$ cat src/hw/prs_params.svh
// constants of the pump run sequencer: timing, addresses, fields, reset values
`ifndef PRS_PARAMS_SVH
`define PRS_PARAMS_SVH
`define PRS_CLK_HZ       40000000
`define PRS_PWRUP_MS     4000
`define PRS_PWRUP_CYC    (`PRS_PWRUP_MS * (`PRS_CLK_HZ / 1000))
`define PRS_DEB_MS       10
`define PRS_DEB_CYC      (`PRS_DEB_MS * (`PRS_CLK_HZ / 1000))
`define PRS_SEC_CYC      `PRS_CLK_HZ
`define PRS_SECS_PER_MIN 14'h003c
`define PRS_RUN_MIN_RST  8'h0a
`define PRS_CTRL_RST     4'h1
`define PRS_ADDR_CTRL    8'h00
`define PRS_ADDR_TIMER   8'h04
`define PRS_ADDR_STATUS  8'h08
`define PRS_CTRL_TMR_FIT 0
`define PRS_CTRL_BYPASS  1
`define PRS_CTRL_DELUGE  2
`define PRS_CTRL_LOCKOUT 3
`define PRS_NIN          11
`define PRS_IN_LINE      0
`define PRS_IN_ALLP      1
`define PRS_IN_SEQ       2
`define PRS_IN_CPWR      3
`define PRS_IN_PLOW      4
`define PRS_IN_STOP      5
`define PRS_IN_START     6
`define PRS_IN_REMOTE    7
`define PRS_IN_DELUGE    8
`define PRS_IN_LOCK      9
`define PRS_IN_EMERG     10
`endif

$ cat src/hw/prs_pkg.sv
// types of the pump run sequencer
package prs_pkg;
  typedef enum logic [2:0] {
    TMR_IDLE = 3'b001,
    TMR_RUN  = 3'b010,
    TMR_DONE = 3'b100
  } prs_tmr_t;

  typedef struct packed {
    logic        s1;
    logic        s2;
    logic        level;
    logic [31:0] cnt;
  } prs_deb_t;

  typedef struct packed {
    logic        line_q;
    logic        rot_ok;
    logic        ph_ok;
    logic [31:0] pwr_cnt;
    logic        delay_done;
    logic        rev_lamp;
    logic        rev_relay;
    logic        pwr_lamp;
    logic        pwr_relay;
    logic        pump_alarm;
    logic        loss_alarm;
    logic        revs_alarm;
    logic        auto_run;
    logic        manual;
    logic        contactor;
    prs_tmr_t    tmr;
    logic [31:0] sec_cnt;
    logic [15:0] run_sec;
    logic [3:0]  ctrl;
    logic [7:0]  minutes;
    logic        pready;
    logic        pslverr;
    logic [31:0] prdata;
  } prs_state_t;
endpackage

$ cat src/hw/prs_debounce.sv
// two-stage synchroniser followed by a stable-count debouncer for one contact
`timescale 1ns/1ps
`default_nettype none
module prs_debounce
  import prs_pkg::*;
#(
  parameter int unsigned CYCLES = 400000
) (
  // clock and reset
  input  wire logic clk_i,
  input  wire logic nrst_i,
  // contact
  input  wire logic pin_i,
  output logic      level_o
);
  prs_deb_t st;
  prs_deb_t next_st;

  // level changes only after the synced pin differs for CYCLES clocks
  always_comb begin
    next_st    = st;
    next_st.s1 = pin_i;
    next_st.s2 = st.s1;
    if (st.s2 == st.level) begin
      next_st.cnt = 32'h0;
    end else if (st.cnt == 32'(CYCLES - 1)) begin
      next_st.level = st.s2;
      next_st.cnt   = 32'h0;
    end else begin
      next_st.cnt = st.cnt + 32'h1;
    end
    if (!nrst_i) begin
      next_st = '0;
    end
  end

  always_ff @(posedge clk_i) begin
    st <= next_st;
  end

  assign level_o = st.level;
endmodule
`default_nettype wire

$ cat src/hw/prs_sequencer.sv
// pump run sequencer: phase monitor, power-up delay, run latches, alarms, apb
`timescale 1ns/1ps
`default_nettype none
`include "prs_params.svh"
module prs_sequencer
  import prs_pkg::*;
#(
  parameter int unsigned PWRUP_CYCLES = `PRS_PWRUP_CYC,
  parameter int unsigned DEB_CYCLES   = `PRS_DEB_CYC,
  parameter int unsigned SEC_CYCLES   = `PRS_SEC_CYC
) (
  // clock and reset
  input  wire logic        MCLK_I,
  input  wire logic        NRST_I,
  // apb slave
  input  wire logic        PSEL_I,
  input  wire logic        PENABLE_I,
  input  wire logic        PWRITE_I,
  input  wire logic [7:0]  PADDR_I,
  input  wire logic [31:0] PWDATA_I,
  output logic             PREADY_O,
  output logic             PSLVERR_O,
  output logic [31:0]      PRDATA_O,
  // line sensing pins
  input  wire logic        LINE_LIVE_I,
  input  wire logic        PHASES_ALL_I,
  input  wire logic        SEQ_ABC_I,
  input  wire logic        CTRL_PWR_I,
  // field contacts
  input  wire logic        PRESSURE_LOW_I,
  input  wire logic        STOP_PB_I,
  input  wire logic        START_PB_I,
  input  wire logic        REMOTE_START_I,
  input  wire logic        DELUGE_CLOSED_I,
  input  wire logic        LOCKOUT_I,
  input  wire logic        EMERG_RUN_I,
  // phase monitor outputs
  output logic             ROT_OK_O,
  output logic             PHASE_PRESENT_O,
  // lamps and relays
  output logic             REV_LAMP_O,
  output logic             REV_RELAY_O,
  output logic             POWER_LAMP_O,
  output logic             POWER_RELAY_O,
  output logic             AUTO_RUN_O,
  output logic             CONTACTOR_O,
  // alarm contacts
  output logic             PUMP_RUN_ALARM_O,
  output logic             PHASE_LOSS_ALARM_O,
  output logic             PHASE_REV_ALARM_O
);
  prs_state_t            st;
  prs_state_t            next_st;
  logic [`PRS_NIN-1:0]   raw;
  logic [`PRS_NIN-1:0]   d;
  logic                  stop;
  logic                  lock;
  logic                  auto_req;
  logic                  hold;
  logic                  fitted;
  logic                  bypass;
  logic [15:0]           limit;
  logic                  setup;
  logic                  wr;

  // pins gathered so one generate covers them all
  always_comb begin
    raw                   = '0;
    raw[`PRS_IN_LINE]     = LINE_LIVE_I;
    raw[`PRS_IN_ALLP]     = PHASES_ALL_I;
    raw[`PRS_IN_SEQ]      = SEQ_ABC_I;
    raw[`PRS_IN_CPWR]     = CTRL_PWR_I;
    raw[`PRS_IN_PLOW]     = PRESSURE_LOW_I;
    raw[`PRS_IN_STOP]     = STOP_PB_I;
    raw[`PRS_IN_START]    = START_PB_I;
    raw[`PRS_IN_REMOTE]   = REMOTE_START_I;
    raw[`PRS_IN_DELUGE]   = DELUGE_CLOSED_I;
    raw[`PRS_IN_LOCK]     = LOCKOUT_I;
    raw[`PRS_IN_EMERG]    = EMERG_RUN_I;
  end

  // every pin is synchronised and debounced; costs two synchroniser clocks plus DEB_CYCLES of latency
  for (genvar i = 0; i < `PRS_NIN; i++) begin : g_deb
    prs_debounce #(
      .CYCLES (DEB_CYCLES)
    ) u_deb (
      .clk_i   (MCLK_I),
      .nrst_i  (NRST_I),
      .pin_i   (raw[i]),
      .level_o (d[i])
    );
  end

  // decoded helpers
  assign stop     = d[`PRS_IN_STOP];
  assign fitted   = st.ctrl[`PRS_CTRL_TMR_FIT];
  assign bypass   = st.ctrl[`PRS_CTRL_BYPASS];
  assign lock     = st.ctrl[`PRS_CTRL_LOCKOUT] & d[`PRS_IN_LOCK];
  assign auto_req = d[`PRS_IN_PLOW] |
                    (st.ctrl[`PRS_CTRL_DELUGE] & ~d[`PRS_IN_DELUGE]);
  assign hold     = (st.tmr != TMR_DONE) | bypass | ~fitted;
  assign limit    = {2'b00, 14'(st.minutes) * `PRS_SECS_PER_MIN};
  assign setup    = PSEL_I & ~PENABLE_I;
  assign wr       = PSEL_I & PENABLE_I & st.pready & PWRITE_I;

  always_comb begin
    next_st = st;

    // apb: read data prepared in setup so pready and prdata leave flops
    next_st.pready  = setup;
    next_st.pslverr = 1'b0;
    next_st.prdata  = 32'h0;
    if (setup) begin
      case (PADDR_I)
        `PRS_ADDR_CTRL: begin
          next_st.prdata = {28'h0, st.ctrl};
        end
        `PRS_ADDR_TIMER: begin
          next_st.prdata = {st.run_sec, 8'h0, st.minutes};
        end
        `PRS_ADDR_STATUS: begin
          next_st.prdata = {20'h0, st.tmr == TMR_RUN, st.revs_alarm,
                            st.loss_alarm, st.pump_alarm, st.contactor,
                            st.manual, st.auto_run, st.tmr == TMR_DONE,
                            st.delay_done, st.ph_ok, st.rot_ok, st.line_q};
        end
        default: begin
          next_st.pslverr = 1'b1;
        end
      endcase
    end
    if (wr) begin
      case (PADDR_I)
        `PRS_ADDR_CTRL: begin
          next_st.ctrl = PWDATA_I[3:0];
        end
        `PRS_ADDR_TIMER: begin
          next_st.minutes = PWDATA_I[7:0];
        end
        default: begin
          next_st.ctrl = st.ctrl;
        end
      endcase
    end

    // phase monitor: phase loss leaves rotation asserted
    next_st.line_q = d[`PRS_IN_LINE];
    next_st.rot_ok = d[`PRS_IN_LINE] &
                     (~d[`PRS_IN_ALLP] | d[`PRS_IN_SEQ]);
    next_st.ph_ok  = d[`PRS_IN_LINE] & d[`PRS_IN_ALLP];

    // power-up delay restarts whenever the line goes dead
    if (!d[`PRS_IN_LINE]) begin
      next_st.pwr_cnt    = 32'h0;
      next_st.delay_done = 1'b0;
    end else if (!st.delay_done) begin
      if (st.pwr_cnt == 32'(PWRUP_CYCLES - 1)) begin
        next_st.delay_done = 1'b1;
      end else begin
        next_st.pwr_cnt = st.pwr_cnt + 32'h1;
      end
    end

    // lamps and relays; the reversal lamp is lit until the delay proves rotation
    next_st.rev_lamp  = st.line_q & (~st.delay_done | ~st.rot_ok);
    next_st.rev_relay = st.delay_done & ~st.rot_ok;
    next_st.pwr_lamp  = st.delay_done & st.ph_ok;
    next_st.pwr_relay = st.delay_done & st.ph_ok;

    // alarm contacts
    next_st.pump_alarm = st.contactor;
    next_st.loss_alarm = ~st.ph_ok | ~d[`PRS_IN_CPWR];
    next_st.revs_alarm = st.line_q & ~st.rot_ok;

    // auto run: request, or latched while the timer has not expired
    next_st.auto_run = ~stop & ~lock &
                       (auto_req | (st.auto_run & hold));

    // manual latch from local or remote start
    next_st.manual = ~stop & (d[`PRS_IN_START] | d[`PRS_IN_REMOTE] |
                              st.manual);

    // emergency run bypasses stop, as the mechanical handle would
    next_st.contactor = d[`PRS_IN_EMERG] |
                        (~stop & (st.auto_run | st.manual));

    // minimum-run timer, one-second prescaler
    case (st.tmr)
      TMR_IDLE: begin
        if (st.auto_run & fitted & ~bypass) begin
          next_st.tmr     = TMR_RUN;
          next_st.sec_cnt = 32'h0;
          next_st.run_sec = 16'h0;
        end
      end
      TMR_RUN: begin
        if (!st.auto_run) begin
          next_st.tmr = TMR_IDLE;
        end else if (st.sec_cnt == 32'(SEC_CYCLES - 1)) begin
          next_st.sec_cnt = 32'h0;
          next_st.run_sec = st.run_sec + 16'h1;
          if (st.run_sec + 16'h1 >= limit) begin
            next_st.tmr = TMR_DONE;
          end
        end else begin
          next_st.sec_cnt = st.sec_cnt + 32'h1;
        end
      end
      TMR_DONE: begin
        if (!st.auto_run) begin
          next_st.tmr = TMR_IDLE;
        end
      end
      default: begin
        next_st.tmr = TMR_IDLE;
      end
    endcase

    // synchronous reset: everything off, timer default, timer fitted
    if (!NRST_I) begin
      next_st         = '0;
      next_st.tmr     = TMR_IDLE;
      next_st.ctrl    = `PRS_CTRL_RST;
      next_st.minutes = `PRS_RUN_MIN_RST;
    end
  end

  always_ff @(posedge MCLK_I) begin
    st <= next_st;
  end

  // outputs straight from the state flops
  assign PREADY_O           = st.pready;
  assign PSLVERR_O          = st.pslverr;
  assign PRDATA_O           = st.prdata;
  assign ROT_OK_O           = st.rot_ok;
  assign PHASE_PRESENT_O    = st.ph_ok;
  assign REV_LAMP_O         = st.rev_lamp;
  assign REV_RELAY_O        = st.rev_relay;
  assign POWER_LAMP_O       = st.pwr_lamp;
  assign POWER_RELAY_O      = st.pwr_relay;
  assign AUTO_RUN_O         = st.auto_run;
  assign CONTACTOR_O        = st.contactor;
  assign PUMP_RUN_ALARM_O   = st.pump_alarm;
  assign PHASE_LOSS_ALARM_O = st.loss_alarm;
  assign PHASE_REV_ALARM_O  = st.revs_alarm;
endmodule
`default_nettype wire

$ cat config.mk
export PLATFORM = sky130hd
export DESIGN_NAME = prs_sequencer
export DESIGN_NICKNAME = d
export VERILOG_FILES = /design/src/hw/prs_pkg.sv /design/src/hw/prs_debounce.sv /design/src/hw/prs_sequencer.sv
export VERILOG_INCLUDE_DIRS = /design/src /design/src/hw
export SDC_FILE = /design/constraint.sdc
export NUM_CORES = 1
export LEC_CHECK = 0
export BUFFER_PORTS_ARGS = -buffer_cell sky130_fd_sc_hd__buf_2
export CORE_ASPECT_RATIO = 1.25
export CORE_MARGIN = 2
export CORE_UTILIZATION = 29
export DETAILED_ROUTE_END_ITERATION = 7
export GPL_ROUTABILITY_DRIVEN = 0
export SLEW_MARGIN = 25
export SYNTH_ARGS = -nofsm -noshare
export SYNTH_HDL_FRONTEND = slang
export SYNTH_SLANG_ARGS = --single-unit
$ cat constraint.sdc
create_clock -name MCLK_I -period 8.8 [get_ports MCLK_I]
set_input_delay 1.32 -clock MCLK_I [delete_from_list [all_inputs] [get_ports MCLK_I]]
set_output_delay 1.32 -clock MCLK_I [all_outputs]
set_load 0.005 [all_outputs]
==> results of run 1 <==
==> registers in the layout (all words and copies together) (netlist names), 11 cells and up <==
name,cells
st,96
PRDATA_O,28
g_deb.u_deb.level_o,11
g_deb.u_deb.st,374
==> placed cells by master, fill, tap and decap left out, types with 5 or more instances in the layout <==
cell | netlist | routed
nor3b_1 | 5 | 5
and4_1 | 46 | 46
clkbuf_8 | 0 | 12
and2_1 | 40 | 40
nor3_1 | 55 | 55
dfxtp_1 | 523 | 523
clkbuf_1 | 59 | 10
and3_1 | 97 | 97
inv_1 | 79 | 79
or2_2 | 9 | 9
nand3b_1 | 16 | 16
xnor2_1 | 179 | 179
clkbuf_16 | 0 | 58
nor2b_1 | 32 | 31
nor4_1 | 77 | 77
nor4b_1 | 9 | 9
bufinv_16 | 0 | 7
a21oi_1 | 30 | 30
buf_4 | 33 | 17
nand2_1 | 178 | 178
or3_1 | 9 | 9
nand4_1 | 100 | 100
nor2_1 | 518 | 517
a22o_1 | 5 | 5
mux2i_1 | 26 | 26
a21o_1 | 8 | 8
xor2_1 | 228 | 228
o21ai_0 | 20 | 20
fa_1 | 13 | 13
ha_1 | 42 | 42
buf_2 | 11 | 71
clkinv_2 | 0 | 13
or4_1 | 7 | 7
nand3_1 | 183 | 183
nand2b_1 | 10 | 10
==> power by group through the flow <==
stage	clock (mW)	combinational (mW)	sequential [mW]
CTS	2.59	0.0544	2.38
detailed placement	0	0.0544	2.43
global placement	0	0.0540	2.43
floorplan	0	0.0320	2.43
finish	2.50	0.0531	2.38
global route	2.68	0.0593	2.38
==> critical path: stages (launching register included) <==
cell	delay, ns
dfxtp_1	0.45
inv_1	0.13
fa_1	0.51
fa_1	0.52
inv_1	0.04
ha_1	0.32
o21a_1	0.20
a2111oi_0	0.59
nor2_1	0.13
xnor2_1	0.16
ha_1	0.33
a41oi_1	0.16
o21ai_0	0.11
a21oi_1	0.15
nand2_1	0.07
a2111oi_0	0.77
o21ai_0	0.20
==> area by class of cell <==
cell class	instances	area, sq um
Timing Repair Buffer	88	483.0
Antenna cell	2	5.005
Clock inverter	25	337.8
Fill cell	8354	53450
Clock buffer	80	1654
Tap cell	1062	1329
Sequential cell	523	10470
Multi-Input combinational cell	1992	12240
Inverter	79	296.5
==> cell usage after synthesis, types with 4 or more instances <==
cell type	number	area, sq um
nand2b_1	10	62.56
nor3_1	55	275.3
and3_1	97	606.8
a21oi_1	30	150.1
and4_1	46	402.9
xor2_1	228	1997
nor2_1	518	1944
a22oi_1	4	30.03
dfxtp_1	523	10470
clkbuf_1	59	221.5
ha_1	42	525.5
nor3b_1	5	37.54
and2_1	40	250.2
nand3b_1	16	120.1
o21ai_0	20	100.1
nor4_1	77	481.7
buf_4	33	247.7
nand4_1	100	625.6
nand2_1	178	668.1
nand3_1	183	915.9
fa_1	13	260.3
or3_1	9	56.30
buf_2	11	55.05
or2_2	9	56.30
a22o_1	5	43.79
a21o_1	8	60.06
mux2i_1	26	260.3
xnor2_1	179	1568
o211ai_1	4	30.03
or4_1	7	52.55
nor4b_1	9	78.83
nor2b_1	32	200.2
a31oi_1	4	25.02
inv_1	79	296.5
==> kinds of logic (layout without fill, tap and decap cells) <==
logic type      after synthesis  after routing  synth area share [%]
compound gates              100            100                 2.819
fa+ha+maj                    55             55                 3.340
mux                          26             26                 1.106
flops                       523            523                 44.51
buf+inv                     184            272                 3.585
simple gates               1400           1400                 29.48
other cells                   1              6               0.01594
xor+xnor                    407            407                 15.15
==> worst paths after layout <==
path / end / slack, ns / cells after the start
worst min register to register: g_deb[2].u_deb.st[33] / 0.44 / 1
worst max register to register: st[96] / 3.81 / 16
worst min-delay path: g_deb[2].u_deb.st[33] / 0.44 / 1
worst max-delay path: st[96] / 3.81 / 16
==> per-stage QoR <==
step	power, mW	utilization [%]	worst slack [ns]	cell area (sq um)
2_1_floorplan	2.462	-	4.549	23540
3_3_place_gp	2.485	30.90	3.815	24800
3_5_place_dp	2.485	30.92	3.751	24820
4_1_cts	5.020	33.40	3.763	26810
5_1_grt	5.118	33.41	3.448	26810
6_report	4.933	33.41	3.812	26820
==> metal layers <==
layer / share of wire [%] / GRT usage (%) / vias to the layer above / routed length (um)
li1: - / - / 9215 / -
met2: 46 / 19.07 / 203 / 21900
met4: 2.1 / 3.661 / 0 / 1024
met3: 4.1 / 2.012 / 67 / 1954
met1: 48 / 15.24 / 8208 / 23250
met5: 0 / 0 / - / 0
==> qor.yml, run 1 <==
clocking:
  insertion_delay_ns: 0.62
  clockBufferDepth: 3
  cts_root_buf: "clkbuf_16"
  cts_tree: "done"
  cts_setup_buffers: 0
  htreeDepth: 2
  clkTransAtPathRegs_ns: 0.06
  cts_resized: 0
  ctsHoldBuffers: 0
  clock_sinks: 523
  numCtsBuffers: 57
routing:
  via_count: 17693
  drtIter0Drc: 739
  drt_pass1_iterations: 5
  vias_per_cell: 4.594
  drc_errors: 0
  ant_nets: 0
  drt_wl_total_um: 48130
  routedWlPerCell_um: 12.50
power_and_ir_drop:
  netSwitchingFraction_pct: 20.83
  peakVddDrop_mv: 0.1405
  p_per_area_nw_per_um2: 184.0
  p_switching_mw: 1.028
  p_leak_nw: 9.216
  pwr-share-comb_pct: 1.1
  p_clk_share_pct: 50.7
  power_frac_seq_pct: 48.2
  p_int_mw: 3.906
sta:
  tightest_slew_ns: 0.9855
  drv_slew: 0
  final.setup.tns_ns: 0
  finalHoldViolCount: 0
  min_period_ns: 4.988
  finalClockSkew_ns: 0.02236
  finalSetupViolCount: 0
  final.period_utilization_pct: 56.68
  hold-worst-slack_ns: 0.4351
  relSlewSlack_pct: 33.91
  max_freq_mhz: 200.5
  rsz0062_at_grt: "no"
floorplanning:
  ioPinCount: 101
  core.rowCount: 116
  start_util_pct: 29.31
  die_h_um: 322.4
  die_area_sq_um: 83430
  design.core.area_sq_um: 80260
  die_w_um: 258.8
global_route:
  antenna_found_initial: 3
  grt_max_degree: 77
  grt_pass1_wl_um: 81580
  overflow: 0
  grt_pass1_vias: 16826
  grt_usage_pct: 11.54
placement:
  dp_cells: 3744
  place_hpwl_um: 33240
  port_buffers: 72
worst_setup_path:
  arrival_ns: 5.45
  crit_start: "st[36]"
  cp-end-kind: "flip-flop"
  critPathLaunchType: "flip-flop"
  crit_required_ns: 9.26
  critPathKind: "reg -> reg"
  r2r-start: "st[36]"
  path_max_fanout: 5
synth:
  synth_flop_cell: "dfxtp_1"
  ys_seq_area_share_pct: 44.51
  synthArstFlopShare_pct: 0
  syn_area_sq_um: 23530
  synth-edff-count: 0
  synth_cell_types: 62
  netlist_instances: 2696
  yosysWarnings: 0
  postSynthAreaPerCell_sq_um: 8.726
  ys_seq_elements: 523
layout:
  drive_above_1_share_pct: 7.284
  area_growth_pct: 13.99
  instances_no_fill: 3851
  layout.nets: 2852
hold_path:
  min-delay-start: "g_deb[2].u_deb.st[34]"
  hp-class: "reg -> reg"
run:
  maxCapViolations: 0
run_status:
  status: "finished, final reports clean"
No activity file was read; power rests on OpenSTA's default activity.
==> run 2, diff against run 1 <==
- clock period: 8.8 -> 4.6 ns (I/O delays scaled with it)
==> qor.yml, run 2 (synthesis results as in run 1) <==
routing:
  ant_nets: 0  # unchanged
  via_count: 17724  # +0.18%
  drtIter0Drc: 792  # +7.2%
  vias_per_cell: 4.595  # about the same
  drt_pass1_iterations: 5  # unchanged
  drt_wl_total_um: 48630  # +1.0%
  drc_errors: 0  # unchanged
  routedWlPerCell_um: 12.61  # +0.87%
floorplanning:
  core.rowCount: 116  # unchanged
  start_util_pct: 29.31  # unchanged
  die_h_um: 322.4  # unchanged
  die_area_sq_um: 83430  # unchanged
  design.core.area_sq_um: 80260  # unchanged
  ioPinCount: 101  # unchanged
  die_w_um: 258.8  # unchanged
worst_setup_path:
  path_buf_inv: 2  # unchanged
  rrSetupSlack_ns: 0.21  # -3.60 ns
  crit_required_ns: 5.16  # -4.10 ns
  crit_family: "compound AO/OA/AOI/OAI gates"
  cp-end-kind: "flip-flop"
  slowest_delay_ns: 0.50  # -0.27 ns
  r2r-start: "st[34]"
  critPathKind: "reg -> reg"
  critPathLaunchType: "flip-flop"
  path_max_fanout: 5  # unchanged
  crit_start: "st[34]"
  worst_r2r_path_depth: 17  # +1
  cp_slowest_cell: "fa_1"
  crit_end: "st[95]"
  cp.depth: 17  # +1
  r2r-end: "st[95]"
  arrival_ns: 4.95  # -0.50 ns
  crit_chain: "fa_1, fa_1, ha_1, a21oi_1, o21ai_0, a2111oi_0, buf_4, nor2_1, xnor2_1, ha_1, a41oi_1, o21ai_0, a21oi_1, nand2_1, a2111oi_4, buf_4, o2111a_1"
layout:
  area_growth_pct: 14.40
  design_area_sq_um: 26910  # +0.35%
  drive_above_1_share_pct: 7.772  # +0.49 points
  final_common_cell: "dfxtp_1"
  fillCellCount: 8327  # -0.32%
  largest-register: "g_deb.u_deb.st"
  largest_register_ffs: 374  # unchanged
  most-common-layout-cells: "dfxtp_1, nor2_1, xor2_1"
  instances_no_fill: 3857  # +0.16%
  layout.nets: 2860  # +0.28%
global_route:
  antenna_found_initial: 3  # unchanged
  grt_pass1_vias: 16733  # -0.55%
  grt_max_degree: 76  # -1.3%
  overflow: 0  # unchanged
  grt_pass1_wl_um: 81680  # +0.13%
  grt_usage_pct: 11.59  # +0.054 points
sta:
  finalSetupViolCount: 0  # unchanged
  finalHoldViolCount: 0  # unchanged
  drv_slew: 0  # unchanged
  final.setup.tns_ns: 0  # unchanged
  finalClockSkew_ns: 0.03491  # +0.01255 ns
  relSlewSlack_pct: 39.24  # +5.3 points
  max_freq_mhz: 228.0  # +14%
  tightest_slew_ns: 0.9031  # -0.08241 ns
  min_period_ns: 4.386  # -0.6020 ns
  hold-worst-slack_ns: 0.2528  # -0.1822 ns
  final.period_utilization_pct: 95.34  # +39 points
clocking:
  clkTransAtPathRegs_ns: 0.06  # about the same
  cts_root_buf: "clkbuf_16"
  ctsHoldBuffers: 0  # unchanged
  cts_tree: "done"
  cts_setup_buffers: 0  # unchanged
  clock_sinks: 523  # unchanged
  insertion_delay_ns: 0.64  # +0.02 ns
  numCtsBuffers: 57  # unchanged
  htreeDepth: 2  # unchanged
  clockBufferDepth: 3  # unchanged
hold_path:
  holdPathStages: 2  # +1
  hp-class: "in -> reg"
run_status:
  status: "finished, final reports clean"
power_and_ir_drop:
  p_per_area_nw_per_um2: 349.0  # +90%
  power.total_mw: 9.391  # +90%
  peakVddDrop_mv: 0.3214  # +130%
  p_leak_nw: 9.264  # +0.53%
placement:
  dp_cells: 3752  # +0.21%
  place_hpwl_um: 33760  # +1.5%
  placed_cell_area_sq_um: 24880  # +0.24%
  port_buffers: 72  # unchanged
run:
  maxCapViolations: 0  # unchanged
==> run 2: cell count changes in the layout (fill, tap and decap cells not counted), sizes merged <==
cell,previous run,this run
buf,88,96
bufinv,7,5
clkbuf,80,81
clkinv,14,13
diode,2,3
inv,81,80
==> run 2: repair_timing <==
action	4_1_cts	5_1_grt
setup endpoints to repair	2	2
gates resized for setup	1	10
pin swaps	0	2
==> run 2: per-layer routing <==
metal  up-vias  GRT usage, %  share of wire [%]
met1      8212         15.05                 47
li1       9219             -                  -
met4         2         3.314                2.0
met2       227         19.61                 46
met5         -             0              0.027
met3        64         2.067                4.5
==> run 2: area by class of cell <==
cell class / count / area [sq um] / area share, %
Multi-Input combinational cell: 1992 / 12270 / 45.61
Inverter: 79 / 296.5 / 1.102
Timing Repair Buffer: 96 / 543.0 / 2.018
Clock buffer: 81 / 1687 / 6.267
Sequential cell: 523 / 10480 / 38.92
Antenna cell: 3 / 7.507 / 0.02790
Clock inverter: 21 / 300.3 / 1.116
Tap cell: 1062 / 1329 / 4.937
==> run 2: worst min-delay path by stage <==
stage	to	slack, ns	from
final	g_deb[2].u_deb.st[34]	0.25	SEQ_ABC_I
after CTS	g_deb[2].u_deb.st[34]	0.21	SEQ_ABC_I
after floorplan	g_deb[0].u_deb.st[33]	0.41	g_deb[0].u_deb.st[34]
after global placement	g_deb[5].u_deb.st[33]	0.42	g_deb[5].u_deb.st[34]
after detailed placement	g_deb[0].u_deb.st[33]	0.42	g_deb[0].u_deb.st[34]
after global routing	g_deb[2].u_deb.st[34]	0.24	SEQ_ABC_I
==> run 2: stage by stage <==
step	utilization [%]	worst slack, ns
floorplan	-	0.3494
global placement	30.98	0.004946
detailed placement	31.00	0.009032
CTS	33.47	0.01067
global route	33.52	-0.02018
finish	33.53	0.2143
==> run 2: power by group <==
| part | total [mW] | switching [mW] | leakage (nW) | internal, mW |
|---|---|---|---|---|
| Clock | 4.74 | 1.91 | 0.980 | 2.83 |
| Sequential | 4.55 | 0.00752 | 4.22 | 4.54 |
| Combinational | 0.101 | 0.0698 | 4.07 | 0.0309 |
